[src/pamx_pkg.sv]
`default_nettype none

package pamx_pkg;

    // register byte offsets on the apb side
    localparam logic [11:0] PAMX_OFF_PIN_SELECT = 12'h030;
    localparam logic [11:0] PAMX_OFF_ALT_WORD   = 12'h050;
    localparam logic [11:0] PAMX_OFF_ALT_WORD1  = 12'h054;
    localparam logic [11:0] PAMX_OFF_FN_STATUS  = 12'h058;

    // reset value of every writable word
    localparam logic [31:0] PAMX_RST_WORD = 32'h0000_0000;

    // pin select word layout
    localparam int PAMX_SCHMITT_LSB = 16;
    localparam int PAMX_PINS        = 16;
    localparam int PAMX_ALTS        = 4;
    localparam int PAMX_ANALOG_PINS = 8;

    // alternate select word bit positions
    localparam int PAMX_ALT_THIRD_SPI_SECOND_SLAVE_SELECT = 2;
    localparam int PAMX_ALT_I2S_MCLK = 9;
    localparam int PAMX_ALT_EXTERNAL_BUS_ENABLE   = 11;
    localparam int PAMX_ALT_HB_LSB   = 16;
    localparam int PAMX_ALT_CAN1     = 28;

    // alternate select word one bit positions
    localparam int PAMX_A1_CARD0_CLK = 0;
    localparam int PAMX_A1_CARD0_DAT = 1;
    localparam int PAMX_A1_CARD0_PWR = 2;
    localparam int PAMX_A1_CARD0_RST = 3;
    localparam int PAMX_A1_CARD1_CLK = 5;
    localparam int PAMX_A1_CARD1_DAT = 6;
    localparam int PAMX_A1_CARD1_PWR = 7;
    localparam int PAMX_A1_CARD1_RST = 8;
    localparam int PAMX_A1_CARD2_CLK = 10;
    localparam int PAMX_A1_CARD2_DAT = 11;
    localparam int PAMX_A1_CARD2_PWR = 12;
    localparam int PAMX_A1_CARD2_RST = 13;

    // select patterns, listed msb first as in the selection tuples
    localparam logic [3:0] PAMX_PAT_ALT1    = 4'h1;
    localparam logic [3:0] PAMX_PAT_ALT2    = 4'h3;
    localparam logic [3:0] PAMX_PAT_ALT3    = 4'h5;
    localparam logic [3:0] PAMX_PAT_EBI_HB  = 4'hD;
    localparam logic [3:0] PAMX_PAT_EBI_LO  = 4'h9;

    // routing choice of one pin
    typedef enum logic [2:0] {
        PAMX_FN_GPIO,
        PAMX_FN_ALT1,
        PAMX_FN_ALT2,
        PAMX_FN_ALT3,
        PAMX_FN_ALT4
    } pamx_fn_t;

endpackage : pamx_pkg

`default_nettype wire

[src/pamx_reg_word.sv]
`timescale 1ns/100ps
`default_nettype none

module pamx_reg_word (
    input  wire logic        pclk,
    input  wire logic        presetn,
    input  wire logic        wr_en,
    input  wire logic [3:0]  wr_strb,
    input  wire logic [31:0] wr_data,
    output logic      [31:0] word_q
);

    typedef struct packed {
        logic [31:0] word;
    } pamx_word_st_t;

    pamx_word_st_t st_ff;
    pamx_word_st_t nxt_st;

    // byte lanes update only where the strobe is set
    always_comb begin
        nxt_st = st_ff;
        for (int b = 0; b < 4; b++) begin
            if (wr_en && wr_strb[b]) begin
                nxt_st.word[8*b +: 8] = wr_data[8*b +: 8];
            end
        end
    end

    always_ff @(posedge pclk or negedge presetn) begin
        if (!presetn) begin
            st_ff <= '{word: pamx_pkg::PAMX_RST_WORD};
        end else begin
            st_ff <= nxt_st;
        end
    end

    assign word_q = st_ff.word;

endmodule : pamx_reg_word

`default_nettype wire

[src/pamx_pin_cell.sv]
`timescale 1ns/100ps
`default_nettype none

module pamx_pin_cell (
    input  wire pamx_pkg::pamx_fn_t fn,
    input  wire logic               gpio_do,
    input  wire logic               gpio_oe,
    input  wire logic [3:0]         alt_do,
    input  wire logic [3:0]         alt_oe,
    input  wire logic               pin_in,
    output logic                    pin_do,
    output logic                    pin_oe,
    output logic                    gpio_di,
    output logic      [3:0]         alt_di
);

    // one pin: a single owner drives, only the owner sees the input
    always_comb begin
        pin_do  = gpio_do;
        pin_oe  = gpio_oe;
        gpio_di = 1'b0;
        alt_di  = 4'h0;
        unique case (fn)
            pamx_pkg::PAMX_FN_GPIO: begin
                gpio_di = pin_in;
            end
            pamx_pkg::PAMX_FN_ALT1: begin
                pin_do    = alt_do[0];
                pin_oe    = alt_oe[0];
                alt_di[0] = pin_in;
            end
            pamx_pkg::PAMX_FN_ALT2: begin
                pin_do    = alt_do[1];
                pin_oe    = alt_oe[1];
                alt_di[1] = pin_in;
            end
            pamx_pkg::PAMX_FN_ALT3: begin
                pin_do    = alt_do[2];
                pin_oe    = alt_oe[2];
                alt_di[2] = pin_in;
            end
            pamx_pkg::PAMX_FN_ALT4: begin
                pin_do    = alt_do[3];
                pin_oe    = alt_oe[3];
                alt_di[3] = pin_in;
            end
            default: begin
                gpio_di = pin_in; // unreachable code falls back to gpio
            end
        endcase
    end

endmodule : pamx_pin_cell

`default_nettype wire

[src/pamx_port_a_mux.sv]
// Summary of operation
// - upper sixteen select bits each enable the schmitt input of their pin
// - pin 15: gpio, pwm3, i2s master clock, card 2 power
// - pin 14: gpio, pwm2, card 2 reset, external bus line 15
// - pin 13: gpio, pwm1, card 2 clock or uart5 tx, bus line 14
// - pin 12: gpio, pwm0, card 2 data or uart5 rx, bus line 13
// - pin 11: gpio, second i2c clock, second can receive, bus read strobe
// - pin 10: gpio, second i2c data, second can transmit, fourth function
// - pin 9: gpio or first i2c clock by its select bit
// - pin 8: gpio or first i2c data by its select bit
// - pin 7: gpio, analog 7, spi2 slave 1, card 1 data, bus line 6
// - pin 6: gpio, analog 6, card 1 clock or uart4 tx, bus line 7
// - pin 5: gpio, analog 5, card 1 reset, bus line 8
// - pin 4: gpio, analog 4, card 1 power, bus line 9
// - pin 3: gpio, analog 3, card 0 data or uart3 rx, bus line 10
// - pin 2: gpio, analog 2, card 0 clock or uart3 tx, bus line 11
// - pin 1: gpio, analog 1, card 0 reset, bus line 12
// - pin 0: gpio, analog 0, card 0 power
// - pin select word is read/write, resets to zero: all gpio, no schmitt
//
// Our own choice: the APB interface to the registers.
`timescale 1ns/100ps
`default_nettype none

module pamx_port_a_mux (
    input  wire logic        pclk,
    input  wire logic        presetn,
    input  wire logic [11:0] paddr,
    input  wire logic        psel,
    input  wire logic        penable,
    input  wire logic        pwrite,
    input  wire logic [31:0] pwdata,
    input  wire logic [3:0]  pstrb,
    output logic      [31:0] prdata,
    output logic             pready,
    output logic             pslverr,
    input  wire logic [15:0] gpio_dout,
    input  wire logic [15:0] gpio_oe,
    output logic      [15:0] gpio_din,
    input  wire logic [63:0] alt_dout,
    input  wire logic [63:0] alt_oe,
    output logic      [63:0] alt_din,
    input  wire logic [15:0] pin_in,
    output logic      [15:0] pin_out,
    output logic      [15:0] pin_oe,
    output logic      [15:0] porta_schmitt_enable,
    output logic      [7:0]  analog_enable
);

    typedef struct packed {
        pamx_pkg::pamx_fn_t [15:0] fn;
        logic [31:0]               rdata;
    } pamx_state_t;

    pamx_state_t st_ff;
    pamx_state_t nxt_st;

    logic [31:0] sel_q;
    logic [31:0] alt_q;
    logic [31:0] alt1_q;
    logic        wr_acc;
    logic        addr_hit;
    logic [15:0] not_gpio;
    logic [7:0]  hb;
    logic        ebi;
    logic [3:0]  code [16];

    // write commits only at the access edge, pready is always high
    assign wr_acc = psel && penable && pwrite;

    assign addr_hit = (paddr == pamx_pkg::PAMX_OFF_PIN_SELECT)
                   || (paddr == pamx_pkg::PAMX_OFF_ALT_WORD)
                   || (paddr == pamx_pkg::PAMX_OFF_ALT_WORD1)
                   || (paddr == pamx_pkg::PAMX_OFF_FN_STATUS);

    // the three writable words; status stays read-only
    pamx_reg_word u_pin_select (
        .pclk    (pclk),
        .presetn (presetn),
        .wr_en   (wr_acc && (paddr == pamx_pkg::PAMX_OFF_PIN_SELECT)),
        .wr_strb (pstrb),
        .wr_data (pwdata),
        .word_q  (sel_q)
    );

    pamx_reg_word u_alt_word (
        .pclk    (pclk),
        .presetn (presetn),
        .wr_en   (wr_acc && (paddr == pamx_pkg::PAMX_OFF_ALT_WORD)),
        .wr_strb (pstrb),
        .wr_data (pwdata),
        .word_q  (alt_q)
    );

    pamx_reg_word u_alt_word1 (
        .pclk    (pclk),
        .presetn (presetn),
        .wr_en   (wr_acc && (paddr == pamx_pkg::PAMX_OFF_ALT_WORD1)),
        .wr_strb (pstrb),
        .wr_data (pwdata),
        .word_q  (alt1_q)
    );

    assign ebi = alt_q[pamx_pkg::PAMX_ALT_EXTERNAL_BUS_ENABLE];
    assign hb  = alt_q[pamx_pkg::PAMX_ALT_HB_LSB +: 8];

    // select tuples per pin, narrow ones padded with zero at the top
    always_comb begin
        code[15] = {1'b0, alt1_q[pamx_pkg::PAMX_A1_CARD2_PWR],
                    alt_q[pamx_pkg::PAMX_ALT_I2S_MCLK], sel_q[15]};
        code[14] = {hb[7], ebi, alt1_q[pamx_pkg::PAMX_A1_CARD2_RST], sel_q[14]};
        code[13] = {hb[6], ebi, alt1_q[pamx_pkg::PAMX_A1_CARD2_CLK], sel_q[13]};
        code[12] = {hb[5], ebi, alt1_q[pamx_pkg::PAMX_A1_CARD2_DAT], sel_q[12]};
        code[11] = {1'b0, ebi, alt_q[pamx_pkg::PAMX_ALT_CAN1], sel_q[11]};
        code[10] = {1'b0, ebi, alt_q[pamx_pkg::PAMX_ALT_CAN1], sel_q[10]};
        code[9]  = {3'h0, sel_q[9]};
        code[8]  = {3'h0, sel_q[8]};
        code[7]  = {ebi, alt1_q[pamx_pkg::PAMX_A1_CARD1_DAT],
                    alt_q[pamx_pkg::PAMX_ALT_THIRD_SPI_SECOND_SLAVE_SELECT], sel_q[7]};
        code[6]  = {1'b0, ebi, alt1_q[pamx_pkg::PAMX_A1_CARD1_CLK], sel_q[6]};
        code[5]  = {hb[0], ebi, alt1_q[pamx_pkg::PAMX_A1_CARD1_RST], sel_q[5]};
        code[4]  = {hb[1], ebi, alt1_q[pamx_pkg::PAMX_A1_CARD1_PWR], sel_q[4]};
        code[3]  = {hb[2], ebi, alt1_q[pamx_pkg::PAMX_A1_CARD0_DAT], sel_q[3]};
        code[2]  = {hb[3], ebi, alt1_q[pamx_pkg::PAMX_A1_CARD0_CLK], sel_q[2]};
        code[1]  = {hb[4], ebi, alt1_q[pamx_pkg::PAMX_A1_CARD0_RST], sel_q[1]};
        code[0]  = {2'h0, alt1_q[pamx_pkg::PAMX_A1_CARD0_PWR], sel_q[0]};
    end

    // three-input family: 001, 011, 101; anything else is gpio
    function automatic pamx_pkg::pamx_fn_t dec_short(input logic [3:0] c);
        unique case (c)
            pamx_pkg::PAMX_PAT_ALT1: dec_short = pamx_pkg::PAMX_FN_ALT1;
            pamx_pkg::PAMX_PAT_ALT2: dec_short = pamx_pkg::PAMX_FN_ALT2;
            pamx_pkg::PAMX_PAT_ALT3: dec_short = pamx_pkg::PAMX_FN_ALT3;
            default:                 dec_short = pamx_pkg::PAMX_FN_GPIO;
        endcase
    endfunction : dec_short

    // bus family: the bus function needs both ebi and its high-byte bit
    function automatic pamx_pkg::pamx_fn_t dec_bus(input logic [3:0] c);
        unique case (c)
            pamx_pkg::PAMX_PAT_ALT1:   dec_bus = pamx_pkg::PAMX_FN_ALT1;
            pamx_pkg::PAMX_PAT_ALT2:   dec_bus = pamx_pkg::PAMX_FN_ALT2;
            pamx_pkg::PAMX_PAT_EBI_HB: dec_bus = pamx_pkg::PAMX_FN_ALT3;
            default:                   dec_bus = pamx_pkg::PAMX_FN_GPIO;
        endcase
    endfunction : dec_bus

    // pin 7 alone has four alternates
    function automatic pamx_pkg::pamx_fn_t dec_pin7(input logic [3:0] c);
        unique case (c)
            pamx_pkg::PAMX_PAT_ALT1:   dec_pin7 = pamx_pkg::PAMX_FN_ALT1;
            pamx_pkg::PAMX_PAT_ALT2:   dec_pin7 = pamx_pkg::PAMX_FN_ALT2;
            pamx_pkg::PAMX_PAT_ALT3:   dec_pin7 = pamx_pkg::PAMX_FN_ALT3;
            pamx_pkg::PAMX_PAT_EBI_LO: dec_pin7 = pamx_pkg::PAMX_FN_ALT4;
            default:                   dec_pin7 = pamx_pkg::PAMX_FN_GPIO;
        endcase
    endfunction : dec_pin7

    // decode is registered so that pins switch cleanly, one cycle after a write
    always_comb begin
        nxt_st        = st_ff;
        nxt_st.fn[15] = dec_short(code[15]);
        nxt_st.fn[14] = dec_bus(code[14]);
        nxt_st.fn[13] = dec_bus(code[13]);
        nxt_st.fn[12] = dec_bus(code[12]);
        nxt_st.fn[11] = dec_short(code[11]);
        nxt_st.fn[10] = dec_short(code[10]);
        nxt_st.fn[9]  = dec_short(code[9]);
        nxt_st.fn[8]  = dec_short(code[8]);
        nxt_st.fn[7]  = dec_pin7(code[7]);
        nxt_st.fn[6]  = dec_short(code[6]);
        nxt_st.fn[5]  = dec_bus(code[5]);
        nxt_st.fn[4]  = dec_bus(code[4]);
        nxt_st.fn[3]  = dec_bus(code[3]);
        nxt_st.fn[2]  = dec_bus(code[2]);
        nxt_st.fn[1]  = dec_bus(code[1]);
        nxt_st.fn[0]  = dec_short(code[0]);
        // read data latched in the setup cycle, shown in the access phase
        if (psel && !penable && !pwrite) begin
            unique case (paddr)
                pamx_pkg::PAMX_OFF_PIN_SELECT: nxt_st.rdata = sel_q;
                pamx_pkg::PAMX_OFF_ALT_WORD:   nxt_st.rdata = alt_q;
                pamx_pkg::PAMX_OFF_ALT_WORD1:  nxt_st.rdata = alt1_q;
                pamx_pkg::PAMX_OFF_FN_STATUS:  nxt_st.rdata = {8'h00, analog_enable,
                                                               not_gpio};
                default:                       nxt_st.rdata = 32'h0000_0000;
            endcase
        end
    end

    always_ff @(posedge pclk or negedge presetn) begin
        if (!presetn) begin
            st_ff <= '{fn: '{default: pamx_pkg::PAMX_FN_GPIO}, rdata: 32'h0000_0000};
        end else begin
            st_ff <= nxt_st;
        end
    end

    // routing per pin; alternates are packed four to a pin
    for (genvar i = 0; i < pamx_pkg::PAMX_PINS; i++) begin : g_pin
        pamx_pin_cell u_cell (
            .fn      (st_ff.fn[i]),
            .gpio_do (gpio_dout[i]),
            .gpio_oe (gpio_oe[i]),
            .alt_do  (alt_dout[4*i +: 4]),
            .alt_oe  (alt_oe[4*i +: 4]),
            .pin_in  (pin_in[i]),
            .pin_do  (pin_out[i]),
            .pin_oe  (pin_oe[i]),
            .gpio_di (gpio_din[i]),
            .alt_di  (alt_din[4*i +: 4])
        );
        assign not_gpio[i] = (st_ff.fn[i] != pamx_pkg::PAMX_FN_GPIO);
    end

    // analog pins: first alternate is the adc input, digital path must idle
    for (genvar a = 0; a < pamx_pkg::PAMX_ANALOG_PINS; a++) begin : g_ana
        assign analog_enable[a] = (st_ff.fn[a] == pamx_pkg::PAMX_FN_ALT1);
    end

    // schmitt bits straight from the stored word
    assign porta_schmitt_enable = sel_q[pamx_pkg::PAMX_SCHMITT_LSB +: 16];

    // zero-wait slave; unmapped offsets answer with an error
    assign prdata  = st_ff.rdata;
    assign pready  = 1'b1;
    assign pslverr = psel && penable && !addr_hit;

    logic full_sel_wr;
    assign full_sel_wr = wr_acc && (paddr == pamx_pkg::PAMX_OFF_PIN_SELECT)
                      && (pstrb == 4'hF);
endmodule : pamx_port_a_mux

`default_nettype wire

[config.mk]
export PLATFORM = sky130hd
export DESIGN_NAME = pamx_port_a_mux
export DESIGN_NICKNAME = d
export VERILOG_FILES = /design/src/pamx_pkg.sv /design/src/pamx_reg_word.sv /design/src/pamx_pin_cell.sv /design/src/pamx_port_a_mux.sv
export SDC_FILE = /design/constraint.sdc
export NUM_CORES = 1
export LEC_CHECK = 0
export BUFFER_PORTS_ARGS = -buffer_cell sky130_fd_sc_hd__buf_2
export CAP_MARGIN = 40
export CELL_PAD_IN_SITES_DETAIL_PLACEMENT = 0
export CELL_PAD_IN_SITES_GLOBAL_PLACEMENT = 1
export CORE_ASPECT_RATIO = 0.9
export CORE_UTILIZATION = 35
export CTS_BUF_LIST = sky130_fd_sc_hd__clkbuf_2 sky130_fd_sc_hd__clkbuf_4 sky130_fd_sc_hd__clkbuf_8
export DETAILED_ROUTE_END_ITERATION = 8
export GPL_ROUTABILITY_DRIVEN = 1
export GPL_TIMING_DRIVEN = 0
export PLACE_DENSITY_LB_ADDON = 0.1
export SLEW_MARGIN = 30
export SYNTH_ARGS = -nofsm -noshare
export SYNTH_HDL_FRONTEND = slang
export SYNTH_SLANG_ARGS = --single-unit
[constraint.sdc]
create_clock -name pclk -period 2 [get_ports pclk]
set_input_delay 0.3 -clock pclk [delete_from_list [all_inputs] [get_ports pclk]]
set_output_delay 0.3 -clock pclk [all_outputs]
set_load 0.02 [all_outputs]
Yosys cells after proc, flatten, opt, wreduce, memory -nomap -nowiden
Index checks and enable logic that the tools add are counted.
{"block": "op_classes", "n_mux": 129, "eq_ne": 110, "n_reduce_logical": 58}
{"cell": "$pmux W1 S4", "count": 32}
{"cell": "$pmux W32 S4", "count": 1}
{"cell": "$eq A3 B2 Y1 const B", "count": 36}
{"cell": "$mux W1", "count": 82}
{"cell": "$pmux W2 S3", "count": 12}
{"cell": "$reduce_or A4 Y1", "count": 16}
{"cell": "$eq A3 B1 Y1 const B", "count": 20}
{"cell": "$eq A3 B3 Y1 const B", "count": 20}
{"cell": "$reduce_bool A3 Y1", "count": 16}
{"cell": "$eq A12 B7 Y1 const B", "count": 3}
{"cell": "$eq A4 B1 Y1 const B", "count": 9}
{"cell": "$eq A4 B2 Y1 const B", "count": 9}
{"cell": "$eq A4 B4 Y1 const B", "count": 9}
{"cell": "$logic_and A1 B1 Y1", "count": 20}
{"cell": "$eq A12 B6 Y1 const B", "count": 1}
{"cell": "$pmux W3 S4", "count": 1}
{"cell": "$eq A4 B3 Y1 const B", "count": 1}
{"cell": "$pmux W2 S2", "count": 1}
{"cell": "$logic_not A1 Y1", "count": 3}
{"cell": "$logic_or A1 B1 Y1", "count": 3}
{"cell": "$eq A2 B1 Y1 const B", "count": 1}
{"cell": "$eq A2 B2 Y1 const B", "count": 1}
{"block": "word_totals", "out_inout_bits": 170, "in_bits": 229, "wordCells": 326, "regBits": 176}

Logic depth before layout (Yosys ltp)
Gate-level depths: netlist of the first run.
{"block": "depth", "depth_word": 6, "ltp_mapped": 7, "depth_no_buf": 4}

Modules after synthesis
Synthesis of the first run repeated with hierarchy kept, for this count alone.
{"block": "unflattened", "cells_unflattened": 872, "hier_area_um2": 9481.6}
{"module": "pamx_port_a_mux", "area_per_inst_um2": 3681.0, "seq_area_each_um2": 1576.5, "instances": 1, "cells_per_inst": 396}
{"module": "pamx_reg_word", "area_per_inst_um2": 1186.1, "seq_area_each_um2": 800.8, "instances": 3, "cells_per_inst": 68}
{"module": "pamx_pin_cell", "area_per_inst_um2": 140.1, "seq_area_each_um2": 0.0, "instances": 16, "cells_per_inst": 17}

Worst setup path before layout of the first run
Ideal clock, no wire load.
{"block": "synth_path", "kind": "register -> output", "from": "reg st_ff[54] in the netlist's numbering", "to": "out alt_din[28]", "n_path_buf": 1, "t_arrival_ns": 1.516, "setup_slack_ns": 0.184, "path_stages_with_launch": 4, "path_cell_list": "dfrtp_1 -> clkbuf_1 -> nor3b_1 -> and2_1"}
{"block": "synth_between", "elab_chain_cells": 2}
{"item": "start: declaration", "line_no": "pamx_port_a_mux.sv:55", "text": "pamx_state_t st_ff;"}
{"item": "start signal: assignment", "line_no": "pamx_port_a_mux.sv:196", "text": "st_ff <= nxt_st;"}
{"item": "$eq A3 B1 Y1"}
{"item": "via analog_enable[7]", "line_no": "pamx_port_a_mux.sv:47", "text": "output logic [7:0] analog_enable"}
{"item": "$mux W1", "line_no": "pamx_pin_cell.sv:23", "text": "unique case (fn)"}
{"item": "end: declaration", "line_no": "pamx_port_a_mux.sv:42", "text": "output logic [63:0] alt_din,"}
The timed path passes the listed nets, and every way through them passes these cells.

Worst setup path in the final report of the first run
{"block": "layout_path", "from": "reg st_ff[53] in the netlist's numbering", "to": "out pin_out[7]"}
{"block": "layout_between", "elab_chain_cells": 2, "word_cells_on_any_way": 5}
{"item": "$eq A3 B3 Y1 (tied with other cells)", "line_no": "pamx_pin_cell.sv:23"}
{"item": "$pmux W1 S4 (*)", "line_no": "pamx_pin_cell.sv:23"}
{"item": "end: declaration", "line_no": "pamx_port_a_mux.sv:44", "text": "output logic [15:0] pin_out,"}
Mark *: on every way between the ends. The rest lies on a longest branch, timed or not.

==> results of run 1 <==
-- routing by layer --
layer,wire length (um),vias up
met5,27,-
met4,255,4
met3,1990,22
met2,13500,281
met1,12700,3725
li1,-,3488
-- cell type report --
class	count	area (um2)
diodes	5	12.5
fillers	2327	12600
multi-input cells	494	4230
flip-flops and latches	159	4000
clock inverters	14	131
clock buffers	18	248
plain buffers	97	652
well taps	336	420
repair buffers	374	2190
-- final timing paths --
path,start,to,cells after the start
worst max register to register,u_alt_word.word_q[11]$_DFFE_PN0P_,st_ff[38]$_DFF_PN0_,5
worst min-delay path,pwdata[13],u_pin_select.word_q[13]$_DFFE_PN0P_,2
worst max-delay path,st_ff[53]$_DFF_PN0_,pin_out[7],6
worst min register to register,u_pin_select.word_q[8]$_DFFE_PN0P_,st_ff[56]$_DFF_PN0_,0
max in group asynchronous,presetn,st_ff[74]$_DFF_PN0_,4
min in group asynchronous,presetn,u_pin_select.word_q[4]$_DFFE_PN0P_,2
-- synthesized netlist by cell type, drive strengths merged (7+ instances only) --
| cell type | instances | area share |
|---|---|---|
| nor3b | 18 | 0.015 |
| xor2 | 7 | 0.0070 |
| and3 | 14 | 0.010 |
| clkbuf | 26 | 0.011 |
| mux2 | 102 | 0.13 |
| nand2 | 36 | 0.015 |
| a22oi | 44 | 0.038 |
| nor2 | 39 | 0.017 |
| a22o | 32 | 0.032 |
| dfrtp | 159 | 0.45 |
| a2bb2oi | 13 | 0.013 |
| o21ai | 10 | 0.0057 |
| buf | 96 | 0.078 |
| mux4 | 26 | 0.067 |
| nand4 | 8 | 0.0057 |
| and2 | 32 | 0.023 |
| o2bb2ai | 8 | 0.0080 |
| o22ai | 24 | 0.017 |
| nor2b | 24 | 0.017 |
-- per-stage QoR --
| stage | hold WS, ns | util | cells | setup TNS [ns] | power [mW] |
|---|---|---|---|---|---|
| 3_5_place_dp | 0.0926 | 0.452 | 1452 | -51.02 | 4.02 |
| 5_1_grt | 0.0625 | 0.485 | 1494 | -0.695 | 6.58 |
| 3_3_place_gp | 0.386 | 0.449 | 1450 | -354.43 | 4.00 |
| 6_report | 0.0782 | 0.486 | 1497 | -0.177 | 6.31 |
| 2_1_floorplan | 0.00441 | - | 775 | 0 | 3.62 |
| 4_1_cts | 0.0524 | 0.481 | 1501 | -0.384 | 6.39 |
-- worst max-delay path, stage by stage, from the launching register on --
cell and delay, ns:
dfrtp_1 0.42, clkbuf_8 0.16, buf_6 0.14, o31ai_4 0.27, a221oi_2 0.09, buf_4 0.15
buf_6 0.12
-- report_power, final --
part	total (mW)	internal, mW	switching, mW
Clock	2.33	1.03	1.30
Combinational	0.765	0.356	0.408
Sequential	3.21	3.21	0.00139
-- what timing repair did --
item                       in CTS  in global routing
cloned                          0                  0
setup endpoints to repair      52                107
hold endpoints to repair       87                  0
gates resized for setup        72                 47
pin swaps                       4                 11
setup buffers                  22                 10
hold buffers                    1                  0
-- sequential cells by signal (all words and copies together), names as in the netlist --
signal               cells
u_alt_word.word_q       32
u_pin_select.word_q     32
u_alt_word1.word_q      32
prdata                  32
st_ff                   31
-- kinds of logic (layout without fill, tap and decap cells) --
kind of cell | Yosys count | after routing | synth area share
mux | 128 | 128 | 0.197
other cells | 2 | 25 | 0.000854
compound gates | 140 | 140 | 0.121
xor+xnor | 8 | 8 | 0.00797
simple gates | 198 | 198 | 0.131
flops | 159 | 159 | 0.453
buf+inv | 122 | 503 | 0.0891
==> key figures, run 1 <==
Clock tree
  • CTS tree: done
  • Root Buffer: clkbuf_8
  • Clk_lat worst skew: 0.46 ns
  • # clock sinks: 159
  • Deepest clock path buffer count: 2
  • CTS clk-pin slew, worst paths: 0.09 ns
  • Total CTS buffers: 17
  • H-tree depth: 4

Power
  • P per Cell Area: roughly 530 nW/um2
  • Leakage power: 6.12 nW
  • Worst vdd ir: ~320 uV

Layout
  • Layout cell share with drive strength beyond 1: 0.563
  • Most frequent cells in the layout: buf_2 (320), dfrtp_1 (144), buf_4 (98), mux2_2 (94), a22oi_1 (44)
  • Layout area overhead: 35.2%
  • Final nets: 1372
  • Most common cell after layout, fill and taps aside: buf_2
  • Post-route cell area: 11900 um2

Setup path
  • WP data arrival: 1.81 ns
  • Crit path kind: reg -> out
  • Worst Setup Start Kind: register
  • Critical Path RT: 1.70 ns
  • Reg2Reg Setup Slack: 0.08 ns
  • Worst setup EP type: output pin
  • Max Fanout on Critical Path: 7

Global routing
  • Largest net degree at the start of global routing: 84
  • Global-route wire length before repair: 43300 um
  • Grt total ovfl: 0
  • Number of global-route vias before repair: 7578
  • All-Layer GR Usage: 0.222
  • Initial antenna violation count: 6
  • M2 GR Usage: 0.360
  • M3 GR Usage: 0.0545
  • Met1 Use GR: 0.298
  • Most Used Layer, Global Route: met2

Floorplanning
  • IO Pins: roughly 400
  • Initial Utilization: 0.359
  • Core Area: about 24000 um2
  • Die area: 25800 um2
  • Die Span X: roughly 170 um
  • Die Y: 152 um
  • Rows: 54

Timing
  • Layout Skew: about 0.011 ns
  • Tmin final: 2.11 ns
  • RSZ-0062 raised after global routing: true
  • Slew margin rel.: 0.380
  • Worst-Margin Slew: 0.930 ns
  • Final Cycle Share: 1.05
  • Achievable Freq: 475 MHz
  • Max-slew violations: 0
  • # setup viols final: 3
  • Final hold vios: 0
  • Final WS setup: -0.105 ns

Drt
  • DRC: 0
  • Starting DRC count in detailed routing: between 400 and 500
  • 1st-pass router iterations: 4
  • DR vias: ~7500
  • Via-per-instance ratio: 5.02
  • Antenna Violating Nets Remaining: 0
  • Total detailed-routing wirelength: 28500 um
  • Routed length per instance: 19.0 um

Placed design
  • Pre-CTS setup slack: -0.512 ns
  • Final GP Congestion: 0.760
  • Input/output buffers: about 340
  • Area post-placement: 11000 um2
  • Hpwl dp: 20900 um

Status
  • Violated checks: setup timing
  • Status: complete, but fails checks

Flow run
  • Max-cap violations: 0

Synthesis
  • EDFF count, synth: 0
  • Mapped Area: 8790 um2
  • Cells after Synth: 757
  • Register area share after synthesis: 0.453
  • Warnings, synthesis: 0
  • Asr flop ratio synth: 1.00
  • Yosys cell types: 43
  • Synthesized area per cell: between 10 and 15 um2
  • Yosys reg bits: around 160
  • Synth Flop Type: dfrtp_1

Min path
  • Hold Path Class: in -> reg
No activity file was read; power rests on OpenSTA's default activity.
==> run 2: changes to the inputs <==
- ABC_AREA: unset -> 1
==> run 2 against run 1 <==
The flow now finishes without violations. Area after synthesis increased by 5.5%. Critical path depth stayed put. First-iteration DRC count increased by 42%. Sequential power barely moved.
==> key figures, run 2 <==
Floorplanning
  • Core Area: 26100 um2
  • IO Pins: 399
  • Die area: 27200 um2
  • Rows: 56
  • Die Span X: between 150 and 200 um
  • Die Y: between 150 and 200 um
  • Initial Utilization: 0.356

Synthesis
  • Register area share after synthesis: 0.429
  • Synthesized area per cell: approximately 7.6 um2
  • Yosys reg bits: ~160
  • Asr flop ratio synth: 1.00
  • Synth top area share: 0.429
  • Commonest cells in the netlist: nand2_1 (303), nand3_1 (188), dfrtp_1 (159)
  • Top-count cell post-synth: nand2_1
  • Cells after Synth: 1223
  • Synth Flop Type: dfrtp_1
  • EDFF count, synth: 0
  • Warnings, synthesis: 0
  • Yosys cell types: 38
  • Main area contributors after synthesis: dfrtp_1 (43%), nand2_1 (12%), nand3_1 (10%)
  • Synth area leader: dfrtp_1
  • Mapped Area: 9280 um2

Drt
  • 1st-pass router iterations: 4
  • Starting DRC count in detailed routing: 581
  • DRC: 0
  • Antenna Violating Nets Remaining: 0
  • Total detailed-routing wirelength: 31800 um
  • Via-per-instance ratio: 4.76
  • Routed length per instance: between 15 and 20 um
  • DR vias: 9479

Setup path
  • Worst path bufs/invs: 3
  • Max Fanout on Critical Path: 4
  • Worst path top cell family by delay: flip-flops
  • WP data arrival: between 1.5 and 2 ns
  • Worst-path cell chain: inv_2 > nor2_4 > a221oi_2 > a21oi_1 > buf_4 > buf_2
  • Worst setup EP type: output pin
  • Crit path kind: reg -> out
  • Critical Path RT: 1.70 ns
  • CP peak stage delay: 0.43 ns
  • Slowest-stage cell, CP: dfrtp_1
  • Worst Setup Start Kind: register

Timing
  • Worst-Margin Slew: a little over 0.8 ns
  • Final Cycle Share: 1.00
  • Final TNS setup: 0 ns
  • RSZ-0062 raised after global routing: true
  • Final hold vios: 0
  • Max-slew violations: 0
  • Layout Skew: 0.0109 ns
  • Slew margin rel.: 0.462
  • # setup viols final: 0
  • Achievable Freq: 500 MHz
  • Tmin final: 2.00 ns

Flow run
  • Max-cap violations: 0

Layout
  • Most frequent cells in the layout: buf_2 (344), nand2_1 (302), nand3_1 (187), dfrtp_1 (145), buf_4 (121)
  • Post-route cell area: about 12000 um2
  • Layout area overhead: 34.1%
  • Final nets: 1860
  • Layout cell share with drive strength beyond 1: 0.387
  • Most common cell after layout, fill and taps aside: buf_2

Power
  • Worst vdd ir: 379 uV
  • P per Cell Area: 500 nW/um2
  • Leakage power: 6.95 nW

Status
  • Status: finished, final reports clean

Clock tree
  • Deepest clock path buffer count: 2
  • Total CTS buffers: 17
  • # clock sinks: 159
  • Root Buffer: clkbuf_8
  • Clk_lat worst skew: between 0.4 and 0.5 ns
  • CTS clk-pin slew, worst paths: 0.10 ns
  • CTS tree: done
  • H-tree depth: 4

Placed design
  • Final GP Congestion: 0.837
  • Input/output buffers: 340
  • Area post-placement: 11500 um2
  • Hpwl dp: 23800 um

Global routing
  • Initial antenna violation count: 3
  • Number of global-route vias before repair: 8808
  • Global-route wire length before repair: 48600 um
  • Grt total ovfl: 0
  • All-Layer GR Usage: 0.233
  • Largest net degree at the start of global routing: 68

Min path
  • Hold Path Class: in -> reg
## run 2: final timing paths
check / start / end / slack, ns / cells after the start
max in group asynchronous: presetn / st_ff[32]$_DFF_PN0_ / 1.03 / 3
setup reg to reg: u_alt_word.word_q[11]$_DFFE_PN0P_ / st_ff[72]$_DFF_PN0_ / 0.36 / 4
min in group asynchronous: presetn / st_ff[62]$_DFF_PN0_ / 0.30 / 2
setup / recovery: st_ff[47]$_DFF_PN0_ / pin_oe[5] / 0.00002 / 6
hold / removal: pwdata[31] / u_alt_word1.word_q[31]$_DFFE_PN0P_ / 0.11 / 3
hold reg to reg: u_pin_select.word_q[9]$_DFFE_PN0P_ / st_ff[59]$_DFF_PN0_ / 0.42 / 0
## run 2: logic make-up after synthesis
family,count (synthesis),synth area share
AND/OR/NAND/NOR,655,0.324
buffers and inverters,246,0.144
flip-flops,159,0.429
AO/OA/AOI/OAI,156,0.0958
multiplexers,4,0.00486
other,2,0.000810
XOR/XNOR,1,0.000944
## run 2: layer usage
metal,up-vias,part of all wire,track usage
li1,4736,-,-
met4,2,0.0065,0.0426
met3,15,0.055,0.0476
met2,263,0.48,0.388
met1,4463,0.46,0.314
met5,-,0.00053,0
## run 2: per-stage QoR
step	setup slack, ns	power, mW	instances	utilization	hold slack (ns)
floorplan	0.362	3.62	1241	-	0.00441
global placement	-1.96	3.98	1929	0.440	0.389
detailed placement	-0.173	4.00	1931	0.443	0.200
CTS	0.00304	6.27	1979	0.467	0.0879
global route	-0.104	6.49	1993	0.477	0.0947
finish	0.0000234	6.22	1993	0.477	0.111
## run 2: tightest hold or removal path, cell delays in order
cell and delay (ns):
buf_2 0.09, inv_1 0.08, o21ai_1 0.07
## run 2: what timing repair did
action	CTS	global route
gates resized for setup	46	51
pin swaps	4	18
setup buffers	23	18
hold buffers	1	0
endpoints found under the setup margin	45	27
endpoints found under the hold margin	32	0
## run 2: layout make-up
type | count | area (um2)
Multi-Input combinational cell | 836 | 4210
Fill cell | 2801 | 13600
Timing Repair Buffer | 384 | 2160
Antenna cell | 1 | 2.50
Clock buffer | 17 | 234
Buffer | 119 | 838
Sequential cell | 159 | 4000
Tap cell | 348 | 435
Clock inverter | 15 | 126
Inverter | 114 | 435
## run 2: power by group
group          switching (mW)  internal (mW)
logic                   0.415          0.309
registers             0.00157           3.21
clock network            1.38          0.903
total                    1.80           4.43
==> run 3: changes to the inputs <==
- GPL_TIMING_DRIVEN: 0 -> 1
==> run 3 against run 2 <==
Cell area down 7.5%. Total power up 3.6%. Clock skew up 0.0011 ns. Clock power is 14% higher. Register-to-register slack better by 0.15 ns. Utilization is 3.6 points lower. Global-route usage is 1.8 points lower. Critical path depth rose by 1. Clock-buffer cell count increased by 3. Die area did not move. Critical path type unchanged. Highest routed layer unchanged.
==> key figures, run 3 (synthesis results as in run 2) <==
Clock tree
  • Root Buffer: clkbuf_8
  • Total CTS buffers: 17
  • CTS clk-pin slew, worst paths: 0.09 ns
  • CTS tree: done
  • H-tree depth: 4
  • # clock sinks: 159
  • Deepest clock path buffer count: 2
  • Clk_lat worst skew: 0.45 ns

Setup path
  • WP data arrival: 1.65 ns
  • Slowest-stage cell, CP: dfrtp_2
  • CP peak stage delay: 0.44 ns
  • Critical Path RT: between 1.5 and 2 ns
  • Max Fanout on Critical Path: 4
  • Worst path bufs/invs: 3
  • Worst-path cell chain: buf_4 > nor3_4 > buf_6 > nor3_4 > nand2_1 > nand4_1 > buf_2
  • Crit path kind: reg -> out
  • Worst path top cell family by delay: buffers and inverters
  • Worst setup EP type: output pin
  • Worst Setup Start Kind: register
  • CP dominant cell by count: nor3_4

Global routing
  • All-Layer GR Usage: 0.215
  • Number of global-route vias before repair: about 8000
  • Largest net degree at the start of global routing: 48
  • Global-route wire length before repair: 45400 um
  • Grt total ovfl: 0
  • Initial antenna violation count: 3

Power
  • PnR Total Power: 6.44 mW
  • Leakage power: 6.38 nW
  • P per Cell Area: 560 nW/um2
  • Worst vdd ir: 326 uV

Status
  • Status: finished, final reports clean

Timing
  • Worst-Margin Slew: 0.718 ns
  • Final hold vios: 0
  • Layout Skew: 0.0120 ns
  • Slew margin rel.: 0.521
  • # setup viols final: 0
  • Max-slew violations: 0
  • Tmin final: 1.95 ns
  • Achievable Freq: 512 MHz
  • RSZ-0062 raised after global routing: true
  • Final TNS setup: 0 ns
  • Final Cycle Share: 0.976
  • Final WS setup: 0.0475 ns

Floorplanning
  • Rows: between 50 and 60
  • Die Y: 156 um
  • Die area: 27200 um2
  • IO Pins: 399
  • Core Area: between 20000 and 30000 um2
  • Initial Utilization: 0.356
  • Die Span X: around 170 um

Placed design
  • Pre-CTS setup slack: 0.118 ns
  • Input/output buffers: 340
  • Final GP Congestion: between 0.8 and 0.9
  • Hpwl dp: between 20000 and 25000 um

Layout
  • Register area: 3990 um2
  • Most frequent cells in the layout: buf_2 (339), nand2_1 (303), nand3_1 (187), dfrtp_1 (153), o21ai_1 (104)
  • Fillcell total: ~2700
  • Multi-input logic area: 4140 um2
  • Most common cell after layout, fill and taps aside: buf_2
  • Layout area overhead: 24.0%
  • Final nets: 1735
  • Layout cell share with drive strength beyond 1: 0.329
  • Fin util: 0.441

Drt
  • Routed length per instance: 15.6 um
  • Total detailed-routing wirelength: 29200 um
  • DR vias: 8843
  • 1st-pass router iterations: 5
  • Via-per-instance ratio: 4.73
  • DRC: 0
  • Starting DRC count in detailed routing: 533
  • Antenna Violating Nets Remaining: 0

Min path
  • Hold Path Class: in -> reg

Flow run
  • Max-cap violations: 0
## run 3: cell count changes in the layout (fill, tap and decap cells not counted), sizes merged
cell      change
bufinv        +3
clkbuf        -6
clkinvlp      +2
buf         -116
clkinv        -1
diode         +1
inv           -8
## run 3: final timing paths
| check | slack (ns) | depth (start not counted) | to | from |
|---|---|---|---|---|
| max | 0.05 | 7 | pin_oe[7] | st_ff[54]$_DFF_PN0_ |
| min | 0.13 | 3 | u_pin_select.word_q[30]$_DFFE_PN0P_ | pwdata[30] |
| max reg2reg | 0.51 | 3 | st_ff[71]$_DFF_PN0_ | u_alt_word.word_q[11]$_DFFE_PN0P_ |
| min reg2reg | 0.41 | 0 | st_ff[59]$_DFF_PN0_ | u_pin_select.word_q[9]$_DFFE_PN0P_ |
| max in group asynchronous | 0.97 | 3 | st_ff[38]$_DFF_PN0_ | presetn |
| min in group asynchronous | 0.36 | 2 | prdata[10]$_DFFE_PN0P_ | presetn |
## run 3: area by class of cell
class                   count  area share
repair buffers            378       0.180
clock buffers              20      0.0239
flip-flops and latches    159       0.347
clock inverters            11      0.0135
well taps                 348      0.0379
diodes                      2    0.000435
multi-input cells         836       0.360
inverters                 114      0.0372
## run 3: worst register-to-register path: cells and delay by family (launching register included)
| kind | cells | cell delay [ns] |
|---|---|---|
| flip-flops | 1 | 0.65 |
| AND/OR/NAND/NOR | 1 | 0.30 |
| buffers and inverters | 1 | 0.27 |
| AO/OA/AOI/OAI | 1 | 0.18 |
## run 3: per-stage QoR
step | std cells | hold WS [ns] | instance area [um2]
after floorplan | 1241 | 0.00441 | 9340
after global placement | 1827 | 0.288 | 10900
after detailed placement | 1827 | 0.288 | 10900
after CTS | 1860 | 0.103 | 11400
after global routing | 1867 | 0.121 | 11500
final | 1868 | 0.130 | 11500
## run 3: power breakdown
part,internal (mW),switching (mW),total [mW]
logic,0.229,0.395,0.624
clock network,1.34,1.26,2.61
registers,3.21,0.00162,3.21
total,4.78,1.66,6.44
## run 3: timing repair
item	4_1_cts	5_1_grt
hold endpoints to repair	43	0
pin swaps	0	3
gates resized for setup	9	29
hold buffers	1	0
endpoints found under the setup margin	11	14
buffers inserted	1	6
## run 3: per-layer routing
layer	wire, um	GRT usage
met5	17	0
met3	1490	0.0362
met1	13900	0.300
met4	316	0.0510
met2	13400	0.347
